### src/rtl/adc_serial_pkg.sv
// Purpose: Shared constants, types and helpers of the converter serial port
// Assumes: Core clock of 200 MHz (5 ns)
// Notes:   Cycle counts are derived from the printed times

package adc_serial_pkg;

    // ------------------------------------------------------------
    // Frame and word layout
    // ------------------------------------------------------------
    localparam int FRAME_BITS = 24;
    localparam int WORD_BITS = 8;
    localparam int RESULT_BITS = 18;
    localparam int CHAN_LOAD_FALLS = 8;
    localparam logic [2:0] ENABLE_CODE = 3'h5;
    localparam logic [4:0] CHAN_RESET = 5'h00;
    localparam logic [2:0] COMMON_INDEX = 3'h4;
    localparam logic [4:0] LAST_EDGE = 5'(FRAME_BITS - 1);
    localparam logic [4:0] LOAD_FALLS = 5'(CHAN_LOAD_FALLS);
    localparam logic [4:0] WORD_RISES = 5'(WORD_BITS);

    // ------------------------------------------------------------
    // Timing
    // ------------------------------------------------------------
    localparam int CORE_PERIOD_PS = 5000;
    localparam int PROBE_DELAY_NS = 12000;
    localparam int PROBE_CYCLES =
        (PROBE_DELAY_NS * 1000 + CORE_PERIOD_PS - 1) / CORE_PERIOD_PS;
    localparam logic [11:0] PROBE_LAST = 12'(PROBE_CYCLES - 1);
    localparam int OSC_PROBE_TENTHS = 36;
    localparam int OSC_PROBE_EDGES = (OSC_PROBE_TENTHS + 9) / 10;
    localparam logic [11:0] OSC_PROBE_LAST = 12'(OSC_PROBE_EDGES - 1);
    localparam int POR_TIME_US = 4000;
    localparam int POR_CYCLES_DEF =
        POR_TIME_US * (1000000 / CORE_PERIOD_PS);
    localparam int CONV_CYCLES_DEF = 8192;
    localparam logic [4:0] SCK_HALF_LAST = 5'h0F;
    localparam logic [6:0] OSC_IDLE_MAX = 7'h40;

    // ------------------------------------------------------------
    // Types and helpers
    // ------------------------------------------------------------
    typedef enum logic [3:0] {
        ST_CONVERT = 4'h1,
        ST_SLEEP = 4'h2,
        ST_PROBE = 4'h4,
        ST_DATA = 4'h8
    } state_type;

    // Selection {single, odd, hi, lo, pair} to {positive, negative}
    function automatic logic [5:0] chan_route(input logic [4:0] sel);
        logic [2:0] base;
        base = {1'b0, sel[0], 1'b0};
        if (sel[4]) begin
            chan_route = {base | {2'h0, sel[3]}, COMMON_INDEX};
        end else begin
            chan_route = {base | {2'h0, sel[3]}, base | {2'h0, ~sel[3]}};
        end
    endfunction : chan_route

    function automatic logic [FRAME_BITS-1:0] frame_of(
        input logic [RESULT_BITS-1:0] res);
        frame_of = {2'h0, res, 4'h0};
    endfunction : frame_of

endpackage : adc_serial_pkg

### src/rtl/result_buf_if.sv
// Purpose: Carrier between the serial port and its result buffer
// Assumes: Valid and ready handshake on both sides
// Notes:   A word moves when valid and ready are both high

`timescale 1ns/1ps

interface result_buf_if #(parameter int WIDTH = 18);
    logic wr_valid;
    logic wr_ready;
    logic [WIDTH-1:0] wr_data;
    logic rd_valid;
    logic rd_ready;
    logic [WIDTH-1:0] rd_data;

    modport store (
        input wr_valid, wr_data, rd_ready,
        output wr_ready, rd_valid, rd_data
    );
    modport user (
        output wr_valid, wr_data, rd_ready,
        input wr_ready, rd_valid, rd_data
    );
endinterface : result_buf_if

### src/rtl/adc_serial_channel_interface.sv
// Purpose: Serial control, channel select and readout of the converter
// Assumes: Pins are asynchronous to core_clk and sampled by three flops
// Notes:   Pin outputs come with an output enable each
//
// Notes on behaviour
// RQ1: Reset selects input 0 positive, input 1 negative, converting at once.
// RQ2: Host starts each word with 000, 100 or 101 only.
// RQ3: Leading 000 or 100 keeps the previous channel.
// RQ4: Leading 101 takes the next five bits as the new channel.
// RQ5: First selection bit picks differential pair or single-ended input.
// RQ6: Pair bit picks pair, odd bit sets polarity or single channel.
// RQ7: Conversions timed by internal oscillator or clock on the select pin.
// RQ8: Serial clock level at power-up and select fall picks clock source.
// RQ9: Data output floats while deselected, else shows conversion busy flag.
// RQ10: Completion enters sleep; result waits in shift register until clocked.
// RQ11: Input sampled on every rising edge, output updated on falling edges; the code samples only the first eight rises.
// RQ12: A new channel applies to the conversion after the data cycle.
// RQ13: Host latches busy flag on rise one and last bit on rise 24.
// RQ14: External clock: 24th falling edge starts conversion, output goes high.
// RQ15: External mode: select rise mid-frame aborts and starts a conversion.
// RQ16: Abort before falling edge eight keeps old channel, after loads new.
// RQ17: Select tied low: clock level before power-on end picks source.
// RQ18: Select tied low: busy flag always shown; result loaded when it drops.
// RQ19: Internal mode: select fall drives clock low, pull-up active then; the code turns the pull-up off while it drives the clock low.
// RQ20: Done result: first clock rise after probe delay unless select rises.
// RQ21: Internal mode: after rise 24 convert, output high, clock held high.
// RQ22: Internal mode: select rise mid-frame aborts with same channel rule.
// RQ23: Frame is flag, zero, sign, 17 result bits, four zeros.
// RQ24: Eight-bit select word shifts in alongside the output frame.
// RQ25: Unsupported leading codes keep the previous channel.
// RQ26: Edge counts clear at each abort or new conversion.

`timescale 1ns/1ps

module adc_serial_channel_interface #(
    parameter int POR_CYCLES = adc_serial_pkg::POR_CYCLES_DEF,
    parameter int CONV_CYCLES = adc_serial_pkg::CONV_CYCLES_DEF
) (
    // Clock and reset
    input wire logic core_clk,
    input wire logic arst_n,
    // Serial pins
    input wire logic cs_n,
    input wire logic sck_in,
    output logic sck_out,
    output logic sck_oe,
    output logic sck_pullup_en,
    input wire logic sdi,
    output logic sdo_out,
    output logic sdo_oe,
    input wire logic osc_select_pin,
    // Converter core
    input wire logic [adc_serial_pkg::RESULT_BITS-1:0] conv_result,
    output logic conv_busy,
    output logic ext_clock_mode,
    // Channel selection
    output logic single_ended_sel,
    output logic odd_sel,
    output logic upper_addr_bit_hi,
    output logic upper_addr_bit_lo,
    output logic pair_sel,
    output logic [2:0] pos_channel,
    output logic [2:0] neg_channel
);
    import adc_serial_pkg::*;

    // ------------------------------------------------------------
    // Pin synchronisers {osc, sdi, sck, cs}
    // ------------------------------------------------------------
    logic [3:0] sync1;
    logic [3:0] sync2;
    logic [3:0] sync3;
    logic [3:0] clean;
    logic [3:0] clean_d;
    wire [3:0] next_clean = (~(sync2 ^ sync3) & sync3)
        | ((sync2 ^ sync3) & clean);

    always_ff @(posedge core_clk or negedge arst_n) begin
        if (!arst_n) begin
            sync1 <= 4'h1;
            sync2 <= 4'h1;
            sync3 <= 4'h1;
            clean <= 4'h1;
            clean_d <= 4'h1;
        end else begin
            sync1 <= {osc_select_pin, sdi, sck_in, cs_n};
            sync2 <= sync1;
            sync3 <= sync2;
            clean <= next_clean;
            clean_d <= clean;
        end
    end

    wire cs_low = !clean[0];
    wire cs_fall = clean_d[0] && !clean[0];
    wire cs_rise = !clean_d[0] && clean[0];
    wire sck_hi = clean[1];
    wire sck_rise_pin = clean[1] && !clean_d[1];
    wire sck_fall_pin = !clean[1] && clean_d[1];
    wire sdi_v = clean[2];
    wire osc_rise = clean[3] && !clean_d[3];

    // ------------------------------------------------------------
    // State and registers
    // ------------------------------------------------------------
    state_type state;
    state_type next_state;
    logic ext_mode;
    logic por_done;
    logic [19:0] por_cnt;
    logic [19:0] conv_cnt;
    logic [11:0] probe_cnt;
    logic [4:0] half_cnt;
    logic [6:0] osc_idle;
    logic [4:0] rise_cnt;
    logic [4:0] fall_cnt;
    logic [7:0] in_word;
    logic [4:0] chan;
    logic [FRAME_BITS-1:0] shreg;
    logic loaded;

    result_buf_if #(.WIDTH(RESULT_BITS)) rbuf ();

    result_buffer #(.WIDTH(RESULT_BITS)) u_buffer (
        .core_clk(core_clk),
        .arst_n(arst_n),
        .bus(rbuf.store)
    );

    // ------------------------------------------------------------
    // Decode
    // ------------------------------------------------------------
    wire int_osc = (osc_idle == OSC_IDLE_MAX) && !clean[3]; // RQ7
    wire tick = int_osc || osc_rise; // RQ7
    wire por_end = !por_done && (por_cnt == 20'(POR_CYCLES - 1));
    wire conv_done = (state == ST_CONVERT) && tick
        && (conv_cnt == 20'(CONV_CYCLES - 1));
    wire probe_done = (state == ST_PROBE)
        && (int_osc ? (probe_cnt == PROBE_LAST)
                    : (osc_rise && probe_cnt == OSC_PROBE_LAST)); // RQ20
    wire half_tick = (state == ST_DATA) && !ext_mode
        && (half_cnt == SCK_HALF_LAST);
    wire int_rise = probe_done || (half_tick && !sck_out);
    wire int_fall = half_tick && sck_out;
    wire rise_ev = ext_mode ? (cs_low && sck_rise_pin) : int_rise;
    wire fall_ev = ext_mode ? (cs_low && sck_fall_pin) : int_fall;
    wire start_data = probe_done || ((state == ST_SLEEP) && ext_mode
        && por_done && loaded && rise_ev); // RQ10
    wire in_cycle = (state == ST_DATA) || start_data;
    wire take_rise = in_cycle && rise_ev; // RQ11
    wire data_end = (state == ST_DATA) && (ext_mode
        ? (fall_ev && fall_cnt == LAST_EDGE) // RQ14
        : (rise_ev && rise_cnt == LAST_EDGE)); // RQ21
    wire abort = (state == ST_DATA) && cs_rise && !data_end; // RQ15 RQ22
    wire new_conv = data_end || abort;
    wire load_ok = data_end || (fall_cnt >= LOAD_FALLS); // RQ16
    wire code_ok = (in_word[7:5] == ENABLE_CODE); // RQ3 RQ25
    wire apply = new_conv && load_ok && code_ok; // RQ4 RQ12
    wire [4:0] next_chan = apply ? in_word[4:0] : chan;
    wire [5:0] route = chan_route(next_chan); // RQ5 RQ6
    wire next_ext = !sck_hi;

    assign rbuf.wr_valid = conv_done;
    assign rbuf.wr_data = conv_result;
    assign rbuf.rd_ready = (state == ST_SLEEP) && !loaded;

    always_comb begin
        next_state = state;
        case (state)
            ST_CONVERT: begin
                if (conv_done && rbuf.wr_ready) begin
                    next_state = ST_SLEEP; // RQ10
                end
            end
            ST_SLEEP: begin
                if (start_data) begin
                    next_state = ST_DATA;
                end else if (!ext_mode && por_done && loaded && cs_low
                             && !cs_rise) begin
                    next_state = ST_PROBE; // RQ19
                end
            end
            ST_PROBE: begin
                if (cs_rise) begin
                    next_state = ST_SLEEP; // RQ20
                end else if (probe_done) begin
                    next_state = ST_DATA;
                end
            end
            ST_DATA: begin
                if (new_conv) begin
                    next_state = ST_CONVERT;
                end
            end
            default: begin
                next_state = ST_CONVERT;
            end
        endcase
    end

    logic next_sdo;
    always_comb begin
        if (new_conv) begin
            next_sdo = 1'b1; // RQ14 RQ21
        end else if ((state == ST_DATA) && fall_ev) begin
            next_sdo = shreg[FRAME_BITS-2]; // RQ11 RQ23
        end else if (in_cycle) begin
            next_sdo = sdo_out;
        end else begin
            next_sdo = (state == ST_CONVERT); // RQ9 RQ18
        end
    end

    logic next_sck;
    always_comb begin
        if (new_conv || probe_done) begin
            next_sck = 1'b1; // RQ21
        end else if (cs_fall && !next_ext) begin
            next_sck = 1'b0; // RQ19
        end else if ((state == ST_SLEEP) && (next_state == ST_PROBE)) begin
            next_sck = 1'b0; // RQ19
        end else if (half_tick) begin
            next_sck = !sck_out;
        end else begin
            next_sck = sck_out;
        end
    end

    // ------------------------------------------------------------
    // Mode, timers and conversion
    // ------------------------------------------------------------
    always_ff @(posedge core_clk or negedge arst_n) begin
        if (!arst_n) begin
            por_cnt <= 20'h00000;
            por_done <= 1'b0;
            ext_mode <= 1'b0;
        end else begin
            por_cnt <= por_done ? por_cnt : por_cnt + 20'h00001;
            por_done <= por_done || por_end;
            if (por_end || cs_fall) begin
                ext_mode <= next_ext; // RQ8 RQ17
            end
        end
    end

    always_ff @(posedge core_clk or negedge arst_n) begin
        if (!arst_n) begin
            state <= ST_CONVERT; // RQ1
            conv_cnt <= 20'h00000;
            osc_idle <= 7'h00;
            probe_cnt <= 12'h000;
            half_cnt <= 5'h00;
        end else begin
            state <= next_state;
            if (clean[3] != clean_d[3]) begin
                osc_idle <= 7'h00;
            end else if (osc_idle != OSC_IDLE_MAX) begin
                osc_idle <= osc_idle + 7'h01;
            end
            if (state != ST_CONVERT) begin
                conv_cnt <= 20'h00000;
            end else if (tick && !conv_done) begin
                conv_cnt <= conv_cnt + 20'h00001; // RQ7
            end
            if (state != ST_PROBE) begin
                probe_cnt <= 12'h000;
            end else if (int_osc || osc_rise) begin
                probe_cnt <= probe_cnt + 12'h001;
            end
            half_cnt <= (state == ST_DATA && !half_tick)
                ? half_cnt + 5'h01 : 5'h00;
        end
    end

    // ------------------------------------------------------------
    // Data cycle shifters and channel
    // ------------------------------------------------------------
    always_ff @(posedge core_clk or negedge arst_n) begin
        if (!arst_n) begin
            rise_cnt <= 5'h00;
            fall_cnt <= 5'h00;
            in_word <= 8'h00;
            shreg <= '0;
            loaded <= 1'b0;
            chan <= CHAN_RESET; // RQ1
        end else begin
            chan <= next_chan; // RQ4 RQ16
            if (new_conv) begin
                rise_cnt <= 5'h00; // RQ26
                fall_cnt <= 5'h00; // RQ26
                in_word <= 8'h00;
                loaded <= 1'b0;
            end else begin
                if (take_rise) begin
                    rise_cnt <= rise_cnt + 5'h01;
                    if (rise_cnt < WORD_RISES) begin
                        in_word <= {in_word[6:0], sdi_v}; // RQ24
                    end
                end
                if ((state == ST_DATA) && fall_ev) begin
                    fall_cnt <= fall_cnt + 5'h01;
                    shreg <= {shreg[FRAME_BITS-2:0], 1'b0}; // RQ11
                end
                if (rbuf.rd_ready && rbuf.rd_valid) begin
                    shreg <= frame_of(rbuf.rd_data); // RQ18 RQ23
                    loaded <= 1'b1;
                end
            end
        end
    end

    // ------------------------------------------------------------
    // Output flops
    // ------------------------------------------------------------
    always_ff @(posedge core_clk or negedge arst_n) begin
        if (!arst_n) begin
            sdo_out <= 1'b1;
            sdo_oe <= 1'b0;
            sck_out <= 1'b1;
            sck_oe <= 1'b0;
            sck_pullup_en <= 1'b1;
            conv_busy <= 1'b1;
            pos_channel <= 3'h0;
            neg_channel <= 3'h1;
        end else begin
            sdo_out <= next_sdo;
            sdo_oe <= cs_low; // RQ9
            sck_out <= next_sck;
            sck_oe <= !ext_mode && cs_low && por_done; // RQ19
            sck_pullup_en <= !(sck_oe && !sck_out); // RQ19
            conv_busy <= (next_state == ST_CONVERT);
            pos_channel <= route[5:3];
            neg_channel <= route[2:0];
        end
    end

    assign ext_clock_mode = ext_mode;
    assign single_ended_sel = chan[4];
    assign odd_sel = chan[3];
    assign upper_addr_bit_hi = chan[2];
    assign upper_addr_bit_lo = chan[1];
    assign pair_sel = chan[0];
endmodule : adc_serial_channel_interface

### src/rtl/result_buffer.sv
// Purpose: Two-entry buffer for finished conversion results
// Assumes: Single clock domain
// Notes:   Full stalls the converter; empty holds off the shifter

`timescale 1ns/1ps

module result_buffer #(parameter int WIDTH = 18) (
    // Clock and reset
    input wire logic core_clk,
    input wire logic arst_n,
    // Buffer ports
    result_buf_if.store bus
);
    logic [WIDTH-1:0] mem [2];
    logic wr_ptr;
    logic rd_ptr;
    logic [1:0] count;
    wire push = bus.wr_valid && bus.wr_ready;
    wire pop = bus.rd_valid && bus.rd_ready;

    assign bus.wr_ready = (count != 2'h2);
    assign bus.rd_valid = (count != 2'h0);
    assign bus.rd_data = mem[rd_ptr];

    always_ff @(posedge core_clk or negedge arst_n) begin
        if (!arst_n) begin
            wr_ptr <= 1'b0;
            rd_ptr <= 1'b0;
            count <= 2'h0;
        end else begin
            wr_ptr <= wr_ptr ^ push;
            rd_ptr <= rd_ptr ^ pop;
            count <= count + {1'b0, push} - {1'b0, pop};
        end
    end

    always_ff @(posedge core_clk) begin
        if (push) begin
            mem[wr_ptr] <= bus.wr_data;
        end
    end
endmodule : result_buffer

### config.mk
export PLATFORM = sky130hd
export DESIGN_NAME = adc_serial_channel_interface
export DESIGN_NICKNAME = d
export VERILOG_FILES = /design/src/rtl/adc_serial_pkg.sv /design/src/rtl/result_buf_if.sv /design/src/rtl/adc_serial_channel_interface.sv /design/src/rtl/result_buffer.sv
export SDC_FILE = /design/constraint.sdc
export NUM_CORES = 1
export LEC_CHECK = 0
export ABC_CLOCK_PERIOD_IN_PS = 7200
export BUFFER_PORTS_ARGS = -buffer_cell sky130_fd_sc_hd__buf_2
export CAP_MARGIN = 10
export CORE_ASPECT_RATIO = 1.4
export CORE_UTILIZATION = 58
export CTS_CLUSTER_DIAMETER = 150
export DETAILED_ROUTE_END_ITERATION = 8
export PLACE_DENSITY = 0.87
export SETUP_SLACK_MARGIN = 0.02
export SYNTH_ARGS = -nofsm -noshare
export SYNTH_HDL_FRONTEND = slang
export SYNTH_HIERARCHICAL = 1
export SYNTH_SLANG_ARGS = --single-unit
export TNS_END_PERCENT = 10
### constraint.sdc
create_clock -name core_clk -period 7.2 [get_ports core_clk]
set_input_delay 1.08 -clock core_clk [delete_from_list [all_inputs] [get_ports core_clk]]
set_output_delay 1.08 -clock core_clk [all_outputs]
set_load 0.01 [all_outputs]
==> results.json <==
{
  "critPathMaxFanout": 21,
  "cts_buffers": 17,
  "core_um2": 13300,
  "layout-drive-gt1-share_pct": 16.7,
  "hold_viol": 0,
  "final_common_cell": "dfrtp_1",
  "cts_root_buf": "clkbuf_16",
  "setup_viol": 0,
  "numClockSinks": 180,
  "n_fill_cell": 924,
  "yosysSeqAreaShare_pct": 59.6,
  "hold_buffers": 0,
  "synth_seq_cells": 180,
  "pwr-share-clk_pct": 43.7,
  "clkTransAtPathRegs_ps": 60,
  "skew_ps": 8.51,
  "synth_fp_nets": 708,
  "worst_pin_slew_ps": 1160,
  "fin_tns_setup_ps": 0,
  "syn_area_um2": 7880,
  "end_kind": "flop",
  "p_seq_share_pct": 51.3,
  "comb_power_share_pct": 5.0,
  "io_pins": 42,
  "initial_core_util_pct": 59.2,
  "antenna_found_initial": 0,
  "wl_per_cell_um": 17.8,
  "arrival_ps": 3770,
  "synthCells": 671,
  "ctsResizeCount": 0,
  "outcome": "finished, final reports clean",
  "rsz0062_at_grt": "false",
  "min_path_type": "reg -> reg",
  "total_leakage_power_uw": 0.00385,
  "area_growth_pct": 11.6,
  "place.gp.congestion": 0.793,
  "routed_via_density": 5.96,
  "required_ps": 7450,
  "vias": 5360,
  "peakVddDrop_mv": 0.154,
  "drc": 0,
  "yosys_warnings": 6,
  "tritoncts": "done",
  "io_buffer_count": 40,
  "insertedDiodeCount": 0,
  "drv_slew": 0,
  "swShare_pct": 22.5,
  "switching_power_uw": 483,
  "dp_hpwl_mm": 10.4,
  "die-area_um2": 14100,
  "synth_edf_count": 36,
  "synth_cell_types": 63,
  "dr.pass1.iters": 5,
  "worstSetupPathType": "reg -> reg",
  "syn_avg_cell_area_um2": 11.7,
  "startpoint_type": "flop",
  "finalNetCount": 741,
  "clock_latency_ps": 420,
  "grt_start_max_net_pins": 84,
  "mostFrequentLayoutCells": "133 x dfrtp_1, 66 x nor2_1, 43 x nand2_1, 39 x buf_2, 36 x edfxtp_1",
  "grt_pass1_wl_mm": 26.8,
  "drt-initial-drc-count": 374,
  "die_h_um": 140,
  "max_freq_mhz": 284,
  "async_flop_share_pct": 80.0,
  "wl_mm": 16.0,
  "first_global_vias": 5609,
  "max_slew_margin_pct": 21.3,
  "finalCritPeriodShare_pct": 48.9,
  "synth_ff_type": "dfrtp_1",
  "post-route-worst-setup-slack_ps": 3680,
  "pre_cts_ws_ps": 3810,
  "h-tree-depth": 4,
  "pwr_density_cell_nw_per_um2": 244,
  "final_antenna_net_count": 0,
  "seq_area_um2": 4700,
  "cts_buffer_depth": 2,
  "placementRows": 50,
  "finalCriticalPeriod_ps": 3520,
  "drv_cap": 0,
  "grt_usage_pct": 24.5,
  "die_x_um": 101,
  "grt.overflow.total": 0,
  "post_cts_buffers": 0,
  "multi_input_area_um2": 3000,
  "power.internal_uw": 1660
}
## layer usage
layer	vias up	global-route usage [%]	part of all wire, %
met4	0	13.3	3.6
met1	2665	27.5	38
met5	-	0	0
met3	59	5.59	4.1
li1	2462	-	-
met2	174	42.8	55
## path summary, 6_finish.rpt
check / start / to / slack [ps] / depth (start not counted)
worst max-delay path: state[1]$_DFF_PN0_ / shreg[4]$_DFFE_PN0P_ / 3680 / 5
worst min-delay path: sync1[1]$_DFF_PN0_ / sync2[1]$_DFF_PN0_ / 350 / 0
worst max register to register: state[1]$_DFF_PN0_ / shreg[4]$_DFFE_PN0P_ / 3680 / 5
worst min register to register: sync1[1]$_DFF_PN0_ / sync2[1]$_DFF_PN0_ / 350 / 0
max in group asynchronous: arst_n / conv_cnt[0]$_DFFE_PN0P_ / 5150 / 2
min in group asynchronous: arst_n / por_cnt[10]$_DFFE_PN0N_ / 620 / 1
## sequential cells by signal, summed over array words and instances (netlist names), 4 cells and up, named ones only
register,count
shreg,19
probe_cnt,12
fall_cnt,5
sync3,4
conv_cnt,20
osc_idle,7
sync2,4
in_word,8
por_cnt,20
state,4
sync1,4
chan,4
u_buffer/mem,36
rise_cnt,5
half_cnt,5
## Yosys cell counts (all sizes together), types with 3 or more instances
| cell type | count | area share, % |
|---|---|---|
| ha | 13 | 2.1 |
| nor4 | 4 | 0.32 |
| nor4b | 6 | 0.67 |
| edfxtp | 36 | 14 |
| nor3 | 10 | 0.63 |
| nor2 | 66 | 3.1 |
| xor2 | 20 | 2.2 |
| nand2b | 9 | 0.71 |
| dfstp | 11 | 3.7 |
| or4b | 6 | 0.76 |
| mux2 | 24 | 3.4 |
| mux2i | 10 | 1.3 |
| maj3 | 4 | 0.51 |
| a2bb2oi | 16 | 1.8 |
| and2 | 8 | 0.63 |
| o22ai | 19 | 1.5 |
| inv | 16 | 0.76 |
| or3b | 3 | 0.33 |
| o21ai | 22 | 1.4 |
| nand2 | 43 | 2.0 |
| and4b | 4 | 0.51 |
| or3 | 15 | 1.3 |
| buf | 9 | 0.76 |
| dfrtp | 133 | 42 |
| nand4 | 11 | 0.87 |
| a22oi | 3 | 0.35 |
| a21oi | 18 | 1.1 |
| nand3 | 27 | 1.7 |
| and3 | 15 | 1.2 |
| a31oi | 4 | 0.32 |
| nor2b | 5 | 0.40 |
| xnor2 | 35 | 3.9 |
| clkbuf | 18 | 0.86 |
## critical path, stage by stage, from the launching register on
cell      delay, ps
dfrtp_1         430
nor4b_1        1010
a31oi_1         200
nand2b_1        600
a22oi_2         920
o22ai_1         190
## power by group through the flow
stage	combinational [µW]	clock, µW	sequential, µW
final	107	939	1100
after floorplan	65.2	0	1110
after global routing	121	994	1100
after detailed placement	104	0	1120
after CTS	108	950	1100
after global placement	96.8	0	1120
## cell families (layout without fill, tap and decap cells)
group | count (synthesis) | after routing | share of synthesized area [%]
and+or+nand+nor | 243 | 243 | 16.3
muxes | 34 | 34 | 4.70
other | 1 | 1 | 0.0476
AOI/OAI and AO/OA | 98 | 98 | 8.27
adders and majority gates | 17 | 17 | 2.57
xor gates and xnor gates | 55 | 55 | 6.11
DFF | 180 | 180 | 59.6
buffers and inverters | 43 | 89 | 2.38
## cell type report
type / instances / area share, %
Clock buffer: 18 / 4.88
Multi-Input combinational cell: 448 / 34.1
Clock inverter: 14 / 1.98
Inverter: 16 / 0.682
Tap cell: 182 / 2.59
Timing Repair Buffer: 41 / 2.43
Sequential cell: 180 / 53.4
## through the flow
step           instances  hold WS [ps]  total power, µW  utilization, %  instance area [µm²]
3_5_place_dp         867           335             1220            61.5                 8200
6_report             899           348             2150            66.0                 8800
2_1_floorplan        671           331             1170               -                 7880
3_3_place_gp         867           333             1210            61.5                 8200
4_1_cts              899           350             2160            66.0                 8800
5_1_grt              899           361             2220            66.0                 8800
Note: power is estimated with default switching activity, not from simulation.
